**src/outcfg_pkg.sv**
```systemverilog
// Package with register map, field layout and carrier types for the output configuration block
package outcfg_pkg;
    // Register offsets
    localparam logic [15:0] driver_c_config_addr = 16'h10d9;
    localparam logic [15:0] secondary_clock_path_addr = 16'h10da;
    // Field positions in driver_c_config
    localparam int drv_hcsl_bit = 0;
    localparam int drv_level_lo = 1;
    localparam int drv_mode_lo = 3;
    localparam int drv_bypass_bit = 5;
    // Field positions in secondary_clock_path
    localparam int sec_sync_mask_bit = 0;
    localparam int sec_first_bit = 1;
    localparam int sec_second_bit = 2;
    localparam int sec_third_bit = 3;
    // Writable bit masks and reset value
    localparam logic [7:0] driver_c_wmask = 8'h3f;
    localparam logic [7:0] secondary_wmask = 8'h0f;
    localparam logic [7:0] cfg_reset = 8'h00;
    // Driver mode codes
    localparam logic [1:0] mode_diff = 2'h0;
    localparam logic [1:0] mode_se_first = 2'h1;
    localparam logic [1:0] mode_se_split = 2'h2;
    // Drive level codes; the fourth code is not a valid level
    localparam logic [1:0] level_low = 2'h0;
    localparam logic [1:0] level_mid = 2'h1;
    localparam logic [1:0] level_high = 2'h2;

    // Register bus request
    typedef struct packed {
        logic [15:0] addr;
        logic [7:0] wdata;
        logic wr;
        logic rd;
    } bus_req_t;

    // Driver controls for the third output pair
    typedef struct packed {
        logic true_from_first;   // True pin driven by first_dist_divider
        logic comp_from_first;   // Complement pin driven by first_dist_divider
        logic comp_divider_en;   // third_complement_divider enabled
        logic differential;      // Pair driven differentially
        logic [1:0] level;       // Current code for both pins
        logic hcsl;              // 1 current source, 0 current sink
        logic mute;              // Effective mute to the driver
        logic out_enable;        // Driver may toggle
    } drv_ctrl_t;

    // Secondary clock path controls
    typedef struct packed {
        logic system_clock_to_first;
        logic system_clock_to_second;
        logic system_clock_to_third;
        logic sync_first;
        logic sync_second;
        logic sync_third;
    } clk_ctrl_t;
endpackage

```
**src/output_driver_and_secondary_clock_cfg.sv**
```systemverilog
// Driver C configuration, secondary clock path and system-clock sync masking
//
// Design decision made here: the strobed register port.
`timescale 1ns/1ps

module output_driver_and_secondary_clock_cfg (
    input wire logic sys_clk,
    input wire logic reset,
    input wire logic [15:0] addr,
    input wire logic [7:0] wdata,
    input wire logic wr,
    input wire logic rd,
    output logic [7:0] rdata,
    input wire logic sync_event,
    input wire logic mute_req,
    input wire logic third_div_edge,
    output outcfg_pkg::drv_ctrl_t drv_ctrl,
    output outcfg_pkg::clk_ctrl_t clk_ctrl
);
    // Complete module state
    typedef struct packed {
        logic [7:0] drv_cfg;
        logic [7:0] sec_cfg;
        logic [7:0] rdata;
        logic synced;
        logic mute_retimed;
        outcfg_pkg::drv_ctrl_t drv;
        outcfg_pkg::clk_ctrl_t clk;
    } state_t;

    state_t st;
    state_t next_st;
    outcfg_pkg::bus_req_t req;

    // Read mux, used for read data
    function automatic logic [7:0] reg_read(input logic [15:0] a, input logic [7:0] d,
                                            input logic [7:0] s);
        if (a == outcfg_pkg::driver_c_config_addr) begin
            reg_read = d;
        end else if (a == outcfg_pkg::secondary_clock_path_addr) begin
            reg_read = s;
        end else begin
            reg_read = 8'h00;
        end
    endfunction

    assign req = '{addr: addr, wdata: wdata, wr: wr, rd: rd};

    // Next-state logic
    always_comb begin
        logic [1:0] mode;
        logic bypass;
        logic sys_first;
        logic sys_second;
        logic sys_third;
        logic mask;
        mode = 2'h0;
        bypass = 1'b0;
        sys_first = 1'b0;
        sys_second = 1'b0;
        sys_third = 1'b0;
        mask = 1'b0;
        next_st = st;
        // Register writes keep only writable bits
        if (req.wr && req.addr == outcfg_pkg::driver_c_config_addr) begin
            next_st.drv_cfg = req.wdata & outcfg_pkg::driver_c_wmask;
        end
        if (req.wr && req.addr == outcfg_pkg::secondary_clock_path_addr) begin
            next_st.sec_cfg = req.wdata & outcfg_pkg::secondary_wmask;
        end
        // Read data valid only the cycle after the strobe
        next_st.rdata = req.rd ? reg_read(req.addr, st.drv_cfg, st.sec_cfg) : 8'h00;

        mode = st.drv_cfg[outcfg_pkg::drv_mode_lo +: 2];
        bypass = st.drv_cfg[outcfg_pkg::drv_bypass_bit];
        sys_first = st.sec_cfg[outcfg_pkg::sec_first_bit];
        sys_second = st.sec_cfg[outcfg_pkg::sec_second_bit];
        sys_third = st.sec_cfg[outcfg_pkg::sec_third_bit];
        mask = st.sec_cfg[outcfg_pkg::sec_sync_mask_bit];

        // Drivers stay static until the first sync arrives
        if (sync_event) begin
            next_st.synced = 1'b1;
        end
        next_st.drv.out_enable = st.synced;

        // Mode decode
        next_st.drv.differential = (mode == outcfg_pkg::mode_diff);
        next_st.drv.true_from_first = (mode == outcfg_pkg::mode_se_first);
        next_st.drv.comp_from_first = (mode == outcfg_pkg::mode_se_first);
        next_st.drv.comp_divider_en = (mode == outcfg_pkg::mode_se_split);
        next_st.drv.level = st.drv_cfg[outcfg_pkg::drv_level_lo +: 2];
        next_st.drv.hcsl = st.drv_cfg[outcfg_pkg::drv_hcsl_bit];

        // Mute retimed on divider edge unless bypassed
        if (third_div_edge) begin
            next_st.mute_retimed = mute_req;
        end
        next_st.drv.mute = bypass ? mute_req : next_st.mute_retimed;

        // System clock routing
        next_st.clk.system_clock_to_first = sys_first;
        next_st.clk.system_clock_to_second = sys_second;
        next_st.clk.system_clock_to_third = sys_third;
        // Sync events blocked on system-clock outputs when masked
        next_st.clk.sync_first = sync_event && !(mask && sys_first);
        next_st.clk.sync_second = sync_event && !(mask && sys_second);
        next_st.clk.sync_third = sync_event && !(mask && sys_third);

        if (reset) begin
            next_st = '0;
        end
    end

    // State register
    always_ff @(posedge sys_clk) begin
        st <= next_st;
    end

    // Outputs straight from flip-flops
    assign rdata = st.rdata;
    assign drv_ctrl = st.drv;
    assign clk_ctrl = st.clk;

    // Register bus checks
    property p_wr_drv;
        @(posedge sys_clk) disable iff (reset)
        wr && addr == outcfg_pkg::driver_c_config_addr
        |=> st.drv_cfg == ($past(wdata) & outcfg_pkg::driver_c_wmask);
    endproperty
    a_wr_drv: assert property (p_wr_drv) else $error("driver config write lost");

    property p_wr_sec;
        @(posedge sys_clk) disable iff (reset)
        wr && addr == outcfg_pkg::secondary_clock_path_addr
        |=> st.sec_cfg == ($past(wdata) & outcfg_pkg::secondary_wmask);
    endproperty
    a_wr_sec: assert property (p_wr_sec) else $error("secondary config write lost");

    property p_wr_unmapped;
        @(posedge sys_clk) disable iff (reset)
        wr && addr != outcfg_pkg::driver_c_config_addr
        && addr != outcfg_pkg::secondary_clock_path_addr |=> $stable(st.drv_cfg) && $stable(st.sec_cfg);
    endproperty
    a_wr_unmapped: assert property (p_wr_unmapped) else $error("unmapped write landed");

    property p_reserved;
        @(posedge sys_clk) disable iff (reset)
        1'b1 |-> (st.drv_cfg & ~outcfg_pkg::driver_c_wmask) == 8'h00
            && (st.sec_cfg & ~outcfg_pkg::secondary_wmask) == 8'h00;
    endproperty
    a_reserved: assert property (p_reserved) else $error("reserved bits stored");

    property p_rd_drv;
        @(posedge sys_clk) disable iff (reset)
        rd && addr == outcfg_pkg::driver_c_config_addr |=> rdata == $past(st.drv_cfg);
    endproperty
    a_rd_drv: assert property (p_rd_drv) else $error("driver config read wrong");

    property p_rd_zero_reserved;
        @(posedge sys_clk) disable iff (reset)
        rd && addr == outcfg_pkg::secondary_clock_path_addr |=> rdata[7:4] == 4'h0;
    endproperty
    a_rd_zero_reserved: assert property (p_rd_zero_reserved) else $error("reserved bits set");

    property p_rd_unmapped;
        @(posedge sys_clk) disable iff (reset)
        rd && addr != outcfg_pkg::driver_c_config_addr
        && addr != outcfg_pkg::secondary_clock_path_addr |=> rdata == 8'h00;
    endproperty
    a_rd_unmapped: assert property (p_rd_unmapped) else $error("unmapped read not zero");

    property p_rd_idle;
        @(posedge sys_clk) disable iff (reset)
        !rd |=> rdata == 8'h00;
    endproperty
    a_rd_idle: assert property (p_rd_idle) else $error("read data outside its cycle");

    // Driver mode decode
    property p_diff;
        @(posedge sys_clk) disable iff (reset)
        st.drv_cfg[outcfg_pkg::drv_mode_lo +: 2] == outcfg_pkg::mode_diff |=> drv_ctrl.differential;
    endproperty
    a_diff: assert property (p_diff) else $error("differential mode wrong");

    property p_se_first;
        @(posedge sys_clk) disable iff (reset)
        st.drv_cfg[outcfg_pkg::drv_mode_lo +: 2] == outcfg_pkg::mode_se_first
        |=> drv_ctrl.true_from_first && drv_ctrl.comp_from_first && !drv_ctrl.differential;
    endproperty
    a_se_first: assert property (p_se_first) else $error("single-ended source wrong");

    property p_split;
        @(posedge sys_clk) disable iff (reset)
        st.drv_cfg[outcfg_pkg::drv_mode_lo +: 2] == outcfg_pkg::mode_se_split
        |=> drv_ctrl.comp_divider_en && !drv_ctrl.differential && !drv_ctrl.true_from_first;
    endproperty
    a_split: assert property (p_split) else $error("complement divider off");

    property p_mode_unused;
        @(posedge sys_clk) disable iff (reset)
        st.drv_cfg[outcfg_pkg::drv_mode_lo +: 2] == 2'h3
        |=> !drv_ctrl.differential && !drv_ctrl.true_from_first && !drv_ctrl.comp_divider_en;
    endproperty
    a_mode_unused: assert property (p_mode_unused) else $error("unused mode decoded");

    property p_level;
        @(posedge sys_clk) disable iff (reset)
        1'b1 |=> drv_ctrl.level == $past(st.drv_cfg[outcfg_pkg::drv_level_lo +: 2])
            && drv_ctrl.hcsl == $past(st.drv_cfg[outcfg_pkg::drv_hcsl_bit]);
    endproperty
    a_level: assert property (p_level) else $error("level or style wrong");

    // Mute retiming
    property p_bypass;
        @(posedge sys_clk) disable iff (reset)
        st.drv_cfg[outcfg_pkg::drv_bypass_bit] && mute_req |=> drv_ctrl.mute;
    endproperty
    a_bypass: assert property (p_bypass) else $error("bypass mute not immediate");

    property p_bypass_release;
        @(posedge sys_clk) disable iff (reset)
        st.drv_cfg[outcfg_pkg::drv_bypass_bit] && !mute_req |=> !drv_ctrl.mute;
    endproperty
    a_bypass_release: assert property (p_bypass_release) else $error("bypass unmute late");

    property p_retime_edge;
        @(posedge sys_clk) disable iff (reset)
        !st.drv_cfg[outcfg_pkg::drv_bypass_bit] && third_div_edge
        |=> drv_ctrl.mute == $past(mute_req);
    endproperty
    a_retime_edge: assert property (p_retime_edge) else $error("mute not taken on edge");

    property p_retime_hold;
        @(posedge sys_clk) disable iff (reset)
        !st.drv_cfg[outcfg_pkg::drv_bypass_bit] && !third_div_edge
        |=> drv_ctrl.mute == $past(st.mute_retimed);
    endproperty
    a_retime_hold: assert property (p_retime_hold) else $error("mute moved between edges");

    // Secondary clock path and sync masking
    property p_route;
        @(posedge sys_clk) disable iff (reset)
        1'b1 |=> clk_ctrl.system_clock_to_third == $past(st.sec_cfg[outcfg_pkg::sec_third_bit])
            && clk_ctrl.system_clock_to_second == $past(st.sec_cfg[outcfg_pkg::sec_second_bit])
            && clk_ctrl.system_clock_to_first == $past(st.sec_cfg[outcfg_pkg::sec_first_bit]);
    endproperty
    a_route: assert property (p_route) else $error("clock routing wrong");

    property p_mask;
        @(posedge sys_clk) disable iff (reset)
        st.sec_cfg[outcfg_pkg::sec_sync_mask_bit] && st.sec_cfg[outcfg_pkg::sec_second_bit]
        |=> !clk_ctrl.sync_second;
    endproperty
    a_mask: assert property (p_mask) else $error("masked sync leaked");

    property p_mask_first;
        @(posedge sys_clk) disable iff (reset)
        st.sec_cfg[outcfg_pkg::sec_sync_mask_bit] && st.sec_cfg[outcfg_pkg::sec_first_bit]
        |=> !clk_ctrl.sync_first;
    endproperty
    a_mask_first: assert property (p_mask_first) else $error("masked sync leaked first");

    property p_mask_third;
        @(posedge sys_clk) disable iff (reset)
        st.sec_cfg[outcfg_pkg::sec_sync_mask_bit] && st.sec_cfg[outcfg_pkg::sec_third_bit]
        |=> !clk_ctrl.sync_third;
    endproperty
    a_mask_third: assert property (p_mask_third) else $error("masked sync leaked third");

    property p_sync_pass;
        @(posedge sys_clk) disable iff (reset)
        sync_event && !st.sec_cfg[outcfg_pkg::sec_sync_mask_bit]
        |=> clk_ctrl.sync_first && clk_ctrl.sync_second && clk_ctrl.sync_third;
    endproperty
    a_sync_pass: assert property (p_sync_pass) else $error("unmasked sync dropped");

    property p_no_sync;
        @(posedge sys_clk) disable iff (reset)
        !sync_event |=> !clk_ctrl.sync_first && !clk_ctrl.sync_second && !clk_ctrl.sync_third;
    endproperty
    a_no_sync: assert property (p_no_sync) else $error("sync pulse without event");

    // Drivers held static until the first sync
    property p_sync_latch;
        @(posedge sys_clk) disable iff (reset)
        sync_event |=> st.synced;
    endproperty
    a_sync_latch: assert property (p_sync_latch) else $error("sync event not recorded");

    property p_static;
        @(posedge sys_clk) disable iff (reset)
        !st.synced |=> !drv_ctrl.out_enable;
    endproperty
    a_static: assert property (p_static) else $error("driver enabled before sync");

    property p_enable;
        @(posedge sys_clk) disable iff (reset)
        st.synced |=> drv_ctrl.out_enable;
    endproperty
    a_enable: assert property (p_enable) else $error("driver not enabled after sync");

    // Main scenarios
    c_sync: cover property (@(posedge sys_clk) disable iff (reset) sync_event ##1 st.synced);
    c_split: cover property (@(posedge sys_clk) disable iff (reset) drv_ctrl.comp_divider_en);
    c_masked: cover property (@(posedge sys_clk) disable iff (reset)
        sync_event && st.sec_cfg[0] && st.sec_cfg[1]);
    c_bypass: cover property (@(posedge sys_clk) disable iff (reset)
        st.drv_cfg[outcfg_pkg::drv_bypass_bit] && mute_req);
endmodule

```
**config.mk**
```make
export PLATFORM = sky130hd
export DESIGN_NAME = output_driver_and_secondary_clock_cfg
export DESIGN_NICKNAME = d
export VERILOG_FILES = /design/src/outcfg_pkg.sv /design/src/output_driver_and_secondary_clock_cfg.sv
export SDC_FILE = /design/constraint.sdc
export NUM_CORES = 1
export LEC_CHECK = 0
export CORE_MARGIN = 2
export CORE_UTILIZATION = 60
export DETAILED_ROUTE_END_ITERATION = 6
export DONT_BUFFER_PORTS = 1
export PLACE_DENSITY = 0.76
export RECOVER_POWER = 25
export SYNTH_ARGS = -nofsm -noshare
export SYNTH_HDL_FRONTEND = slang
export SYNTH_SLANG_ARGS = --single-unit
```
**constraint.sdc**
```tcl
create_clock -name sys_clk -period 2.4 [get_ports sys_clk]
set_input_delay 0.24 -clock sys_clk [delete_from_list [all_inputs] [get_ports sys_clk]]
set_output_delay 0.24 -clock sys_clk [all_outputs]
set_load 0.01 [all_outputs]
```
==> results.py, run 1 <==
metrics = {
    "outcome": {
        "status": "completed",
    },
    "global_routing": {
        "grt_use_total_pct": 17.7,
        "grt_pass1_wl_um": 3280,
        "grt_pass1_vias": 768,
        "antenna_found_initial": 0,
        "grt_max_degree": 15,
        "grt.overflow.total": 0,
    },
    "detailed_routing": {
        "vias_per_cell": 5.44,
        "post_drt_wl_per_cell_um": 14.0,
        "drt_iter0_markers": 12,
        "wirelength_um": 1950,
        "num_vias": 756,
        "dr.pass1.iters": 4,
        "antenna_left": 0,
        "drc": 0,
    },
    "sta": {
        "setup_tns_ns": 0,
        "hold_viol_final": 0,
        "finalSetupViolations": 0,
        "finalCritPeriodShare_pct": 53.2,
        "slew_viol_final": 0,
        "holdWs_ns": 0.0393,
        "rsz0062_at_grt": "no",
        "fin_crit_ns": 1.28,
        "finalClockSkew_ns": 0.00956,
        "max_clock_freq_mhz": 784,
    },
    "power": {
        "p_sw_uw": 189,
        "peakVddDrop_uv": 659,
        "switching_share_pct": 19.7,
        "leakage_nw": 0.484,
        "seq_power_share_pct": 56.7,
        "p_int_uw": 770,
        "p_per_area_mw_per_mm2": 764,
        "clkPwrFrac_pct": 40.3,
        "power_frac_comb_pct": 3.0,
    },
    "placement": {
        "gp_congestion": 0.828,
        "placed_area_mm2": 0.00117,
        "port_buffers": 0,
        "dp_cells": 130,
        "dp_hpwl_um": 1470,
    },
    "finish": {
        "seq_area_um2": 641,
        "n_antenna_cell": 0,
        "layout_commonest_cell": "dfxtp_1",
        "nNetsFinal": 142,
        "fin_cells": 139,
        "final_core_util_pct": 62.6,
        "fin_area_mm2": 0.00125,
        "final_cell_mix": "dfxtp_1, o21ai_0, nand2b_1, nor2b_1, a21oi_1",
        "multi_input_area_um2": 485,
        "fillers": 165,
        "final_layout_size_suffix_gt1_share_pct": 12.5,
        "synthToLayoutAreaGrowth_pct": -4.30,
    },
    "cts": {
        "post_cts_buffers": 0,
        "clk_pin_slew_worst_paths_ns": 0.09,
        "ctsHtreeMaxLevel": 2,
        "clock_sinks": 32,
        "cts_max_path_buffers": 2,
        "cts_root_buf": "clkbuf_4",
        "cts_resized": 0,
        "cts_hold_buf": 1,
        "clk_latency_ns": 0.32,
        "numCtsBuffers": 5,
        "cts_tree": "built",
    },
    "die": {
        "num_io_pins": 54,
        "dieArea_mm2": 0.00257,
        "core_area_mm2": 0.00200,
        "die_x_um": 50.7,
        "initial_core_util_pct": 65.4,
        "die_h_um": 50.7,
        "rows": 16,
    },
    "yosys": {
        "synth-seq-cells": 32,
        "yosysUniqueCellTypes": 28,
        "syn_area_mm2": 0.00131,
        "synth_seq_area_share_pct": 48.9,
        "netlist_instances": 127,
        "ys_warn_count": 0,
        "syn_avg_cell_area_um2": 10.3,
    },
    "critical_path": {
        "cp-end-kind": "flip-flop",
        "cp.required_ns": 2.62,
        "critical_path_class": "input port to flip-flop",
        "rr_worst_depth": 2,
        "startpoint_type": "input port",
        "cp.arrival_ns": 1.50,
        "cp_max_fo": 14,
    },
    "min_path": {
        "hold_class": "input port to flip-flop",
        "holdPathStages": 2,
    },
    "flow_run": {
        "drv_cap": 0,
    },
}
-- through the flow --
stage	setup slack [ns]	power (mW)
5_1_grt	1.07	1.00
3_5_place_dp	0.942	0.581
2_1_floorplan	1.06	0.590
3_3_place_gp	0.965	0.580
6_report	1.12	0.958
4_1_cts	1.14	0.969
-- cells by family after synthesis --
group           count (synthesis)  share of synthesized area, %
buf+inv                        27                          14.3
mux                             5                          4.20
simple gates                   41                          23.1
flops                          32                          48.9
compound gates                 21                          9.17
other cells                     1                         0.286
-- flip-flops by register name (all words and copies together) (netlist names) --
register,count
rdata,6
st,12
drv_ctrl,8
clk_ctrl,6
-- Yosys cell counts --
library cell | count | area [um^2]
dfxtp_1 | 32 | 641
buf_4 | 23 | 173
o21ai_0 | 10 | 50.1
nand2b_1 | 9 | 56.3
a21oi_1 | 7 | 35.0
nor2b_1 | 7 | 43.8
nor2_1 | 5 | 18.8
a22o_1 | 4 | 35.0
mux2i_1 | 4 | 40.0
nand3_1 | 3 | 15.0
and2_1 | 2 | 12.5
clkbuf_1 | 2 | 7.51
inv_1 | 2 | 7.51
nand2_1 | 2 | 7.51
nor3b_1 | 2 | 15.0
and3b_1 | 1 | 8.76
and4_2 | 1 | 10.0
and4b_1 | 1 | 10.0
conb_1 | 1 | 3.75
mux2_4 | 1 | 15.0
nand4_1 | 1 | 6.26
nand4_4 | 1 | 21.3
nor2_2 | 1 | 6.26
nor2_4 | 1 | 11.3
nor3_1 | 1 | 5.00
nor4_4 | 1 | 21.3
nor4b_4 | 1 | 23.8
nor4bb_1 | 1 | 10.0
-- power by group through the flow --
| stage | Combinational [mW] | Clock [mW] | Sequential [mW] |
|---|---|---|---|
| after floorplan | 0.0375 | 0 | 0.552 |
| after global placement | 0.0237 | 0 | 0.556 |
| after detailed placement | 0.0244 | 0 | 0.556 |
| after CTS | 0.0289 | 0.396 | 0.544 |
| after global routing | 0.0322 | 0.423 | 0.545 |
| final | 0.0288 | 0.386 | 0.544 |
-- per-layer routing --
layer	vias to the layer above	global-route usage, %	part of all wire [%]	wire length, um
met4	0	7.66	1.9	37
met2	31	26.3	46	904
met5	-	0	0	0
met1	342	21.1	43	835
li1	375	-	-	-
met3	8	9.52	8.8	171
-- cell type report --
type / count / area share, %
flip-flops and latches: 32 / 51.1
multi-input cells: 69 / 38.7
clock buffers: 6 / 3.29
clock inverters: 2 / 2.79
well taps: 27 / 2.69
repair buffers: 1 / 0.798
inverters: 2 / 0.599
-- worst max-delay path, cell delays in order --
cell	delay [ns]
dlygate4sd3_1	0.84
nor2b_1	0.13
mux2_4	0.29
-- final timing paths --
kind,to,start,slack (ns)
max reg2reg,st[28],st[28],1.51
min reg2reg,drv_ctrl[1],st[15],0.46
min,st[16],sync_event,0.04
max,st[28],reset,1.12
Note: power is estimated with default switching activity, not from simulation.
==> run 2: changes to the inputs <==
- clock period: 2.4 -> 1.2 ns (I/O delays scaled with it)
==> results.py, run 2 (same netlist as run 1, synthesis figures left out) <==
metrics = {
    "sta": {
        "fin_crit_ns": 0.916,
        "rsz0062_at_grt": "no",
        "setup_slack_ns": 0.284,
        "max_clock_freq_mhz": 1090,
        "finalSetupViolations": 0,
        "slew_viol_final": 0,
        "holdWs_ns": 0.00363,
        "hold_viol_final": 0,
        "finalCritPeriodShare_pct": 76.4,
        "finalClockSkew_ns": 0.00487,
        "tightest_slew_ns": 0.576,
        "relSlewSlack_pct": 61.6,
    },
    "die": {
        "core_area_mm2": 0.00200,
        "die_h_um": 50.7,
        "initial_core_util_pct": 65.4,
        "dieArea_mm2": 0.00257,
        "rows": 16,
        "die_x_um": 50.7,
        "num_io_pins": 54,
    },
    "critical_path": {
        "cpPeakStageDelay_ns": 0.60,
        "cp.required_ns": 1.42,
        "crit_start": "reset",
        "timing.rr.start": "st[28]",
        "cp_max_fo": 17,
        "cp.arrival_ns": 1.14,
        "cp_cell_sequence": "clkdlybuf4s25_1, nor2b_1, mux2_4",
        "startpoint_type": "input port",
        "cp-end-kind": "flip-flop",
        "critical_path_class": "input port to flip-flop",
        "rr_worst_depth": 2,
        "slowest_stage": "clkdlybuf4s25_1",
    },
    "cts": {
        "clk_latency_ns": 0.32,
        "numCtsBuffers": 5,
        "cts_root_buf": "clkbuf_4",
        "post_cts_buffers": 0,
        "ctsHtreeMaxLevel": 2,
        "clock_sinks": 32,
        "clk_pin_slew_worst_paths_ns": 0.09,
        "cts_tree": "built",
        "cts_max_path_buffers": 2,
    },
    "detailed_routing": {
        "drt_iter0_markers": 16,
        "antenna_left": 0,
        "num_vias": 813,
        "dr.pass1.iters": 4,
        "post_drt_wl_per_cell_um": 14.4,
        "wirelength_um": 2140,
        "drc": 0,
        "vias_per_cell": 5.46,
    },
    "power": {
        "clkPwrFrac_pct": 39.9,
        "p_int_mw": 1.56,
        "switching_share_pct": 20.0,
        "finalPower_mw": 1.95,
        "peakVddDrop_uv": 955,
        "seq_power_share_pct": 55.9,
        "p_sw_uw": 389,
        "p_per_area_mw_per_mm2": 1440,
        "power_frac_comb_pct": 4.2,
        "leakage_nw": 0.527,
    },
    "finish": {
        "final_cell_mix": "dfxtp_1, o21ai_0, nand2b_1, dlygate4sd3_1",
        "largest_reg_flops": 12,
        "synthToLayoutAreaGrowth_pct": 2.96,
        "n_antenna_cell": 0,
        "nNetsFinal": 152,
        "final_layout_size_suffix_gt1_share_pct": 13.1,
        "multi_input_area_um2": 485,
        "top_register": "st",
        "layout_commonest_cell": "dfxtp_1",
        "fillers": 162,
        "fin_cells": 149,
        "seq_area_um2": 641,
    },
    "placement": {
        "dp_hpwl_um": 1550,
        "dp_cells": 132,
        "gp_congestion": 0.826,
        "dpl_worst_slack_ns": -0.00441,
        "port_buffers": 0,
    },
    "global_routing": {
        "grt_use_total_pct": 19.4,
        "grt_pass1_vias": 835,
        "grt_pass1_wl_um": 3570,
        "grt.overflow.total": 0,
        "antenna_found_initial": 0,
        "grt_max_degree": 18,
    },
    "min_path": {
        "hp-start": "wdata[1]",
        "hold_class": "input port to flip-flop",
        "holdPathStages": 2,
    },
    "flow_run": {
        "drv_cap": 0,
    },
    "outcome": {
        "status": "completed",
    },
}
run 2: changes by cell type in the layout (fill, tap and decap cells not counted):
cell             change
clkdlybuf4s25_1      +1
buf_4                +2
dlygate4sd3_1        +7
run 2: worst max-delay path, delay by kind of cell:
kind / cells / cell delay [ns]
buffers and inverters: 1 / 0.60
and+or+nand+nor: 1 / 0.12
muxes: 1 / 0.29
run 2: cell type report:
type,count,area share [%]
multi-input combinational,69,36.0
clock inverter,2,2.60
sequential,32,47.5
inverter,2,0.557
clock buffer,6,3.06
timing repair buffer,11,7.79
tap,27,2.50
run 2: timing repair:
item | in CTS | in global routing
hold buffers | 9 | 0
resized for setup | 0 | 1
endpoints found under the setup margin | 0 | 3
hold endpoints to repair | 23 | 0
run 2: path summary, 6_finish.rpt:
| check | end | slack, ns |
|---|---|---|
| worst max-delay path | st[28] | 0.28 |
| worst min-delay path | st[26] | 0.004 |
| worst max register to register | st[28] | 0.30 |
| worst min register to register | drv_ctrl[1] | 0.46 |
run 2: power by group through the flow:
| stage | sequential [mW] | combinational [mW] | clock (mW) |
|---|---|---|---|
| 5_1_grt | 1.09 | 0.0915 | 0.855 |
| 6_report | 1.09 | 0.0821 | 0.775 |
| 3_5_place_dp | 1.11 | 0.0497 | 0 |
| 2_1_floorplan | 1.10 | 0.0749 | 0 |
| 4_1_cts | 1.09 | 0.0823 | 0.801 |
| 3_3_place_gp | 1.11 | 0.0475 | 0 |
run 2: per-stage QoR:
step           setup TNS [ns]  util (%)  area (um^2)
6_report                    0      67.4         1350
5_1_grt                     0      67.4         1350
4_1_cts                     0      67.4         1350
3_5_place_dp         -0.00584      59.1         1180
3_3_place_gp                0      59.1         1180
2_1_floorplan         -0.0231         -         1310
run 2: routing by layer:
layer	share of wire, %	GRT usage (%)	vias to the layer above
met2	52	31.1	36
li1	-	-	398
met4	0.37	9.46	0
met1	40	21.3	377
met3	7.4	9.52	2
met5	0	0	-
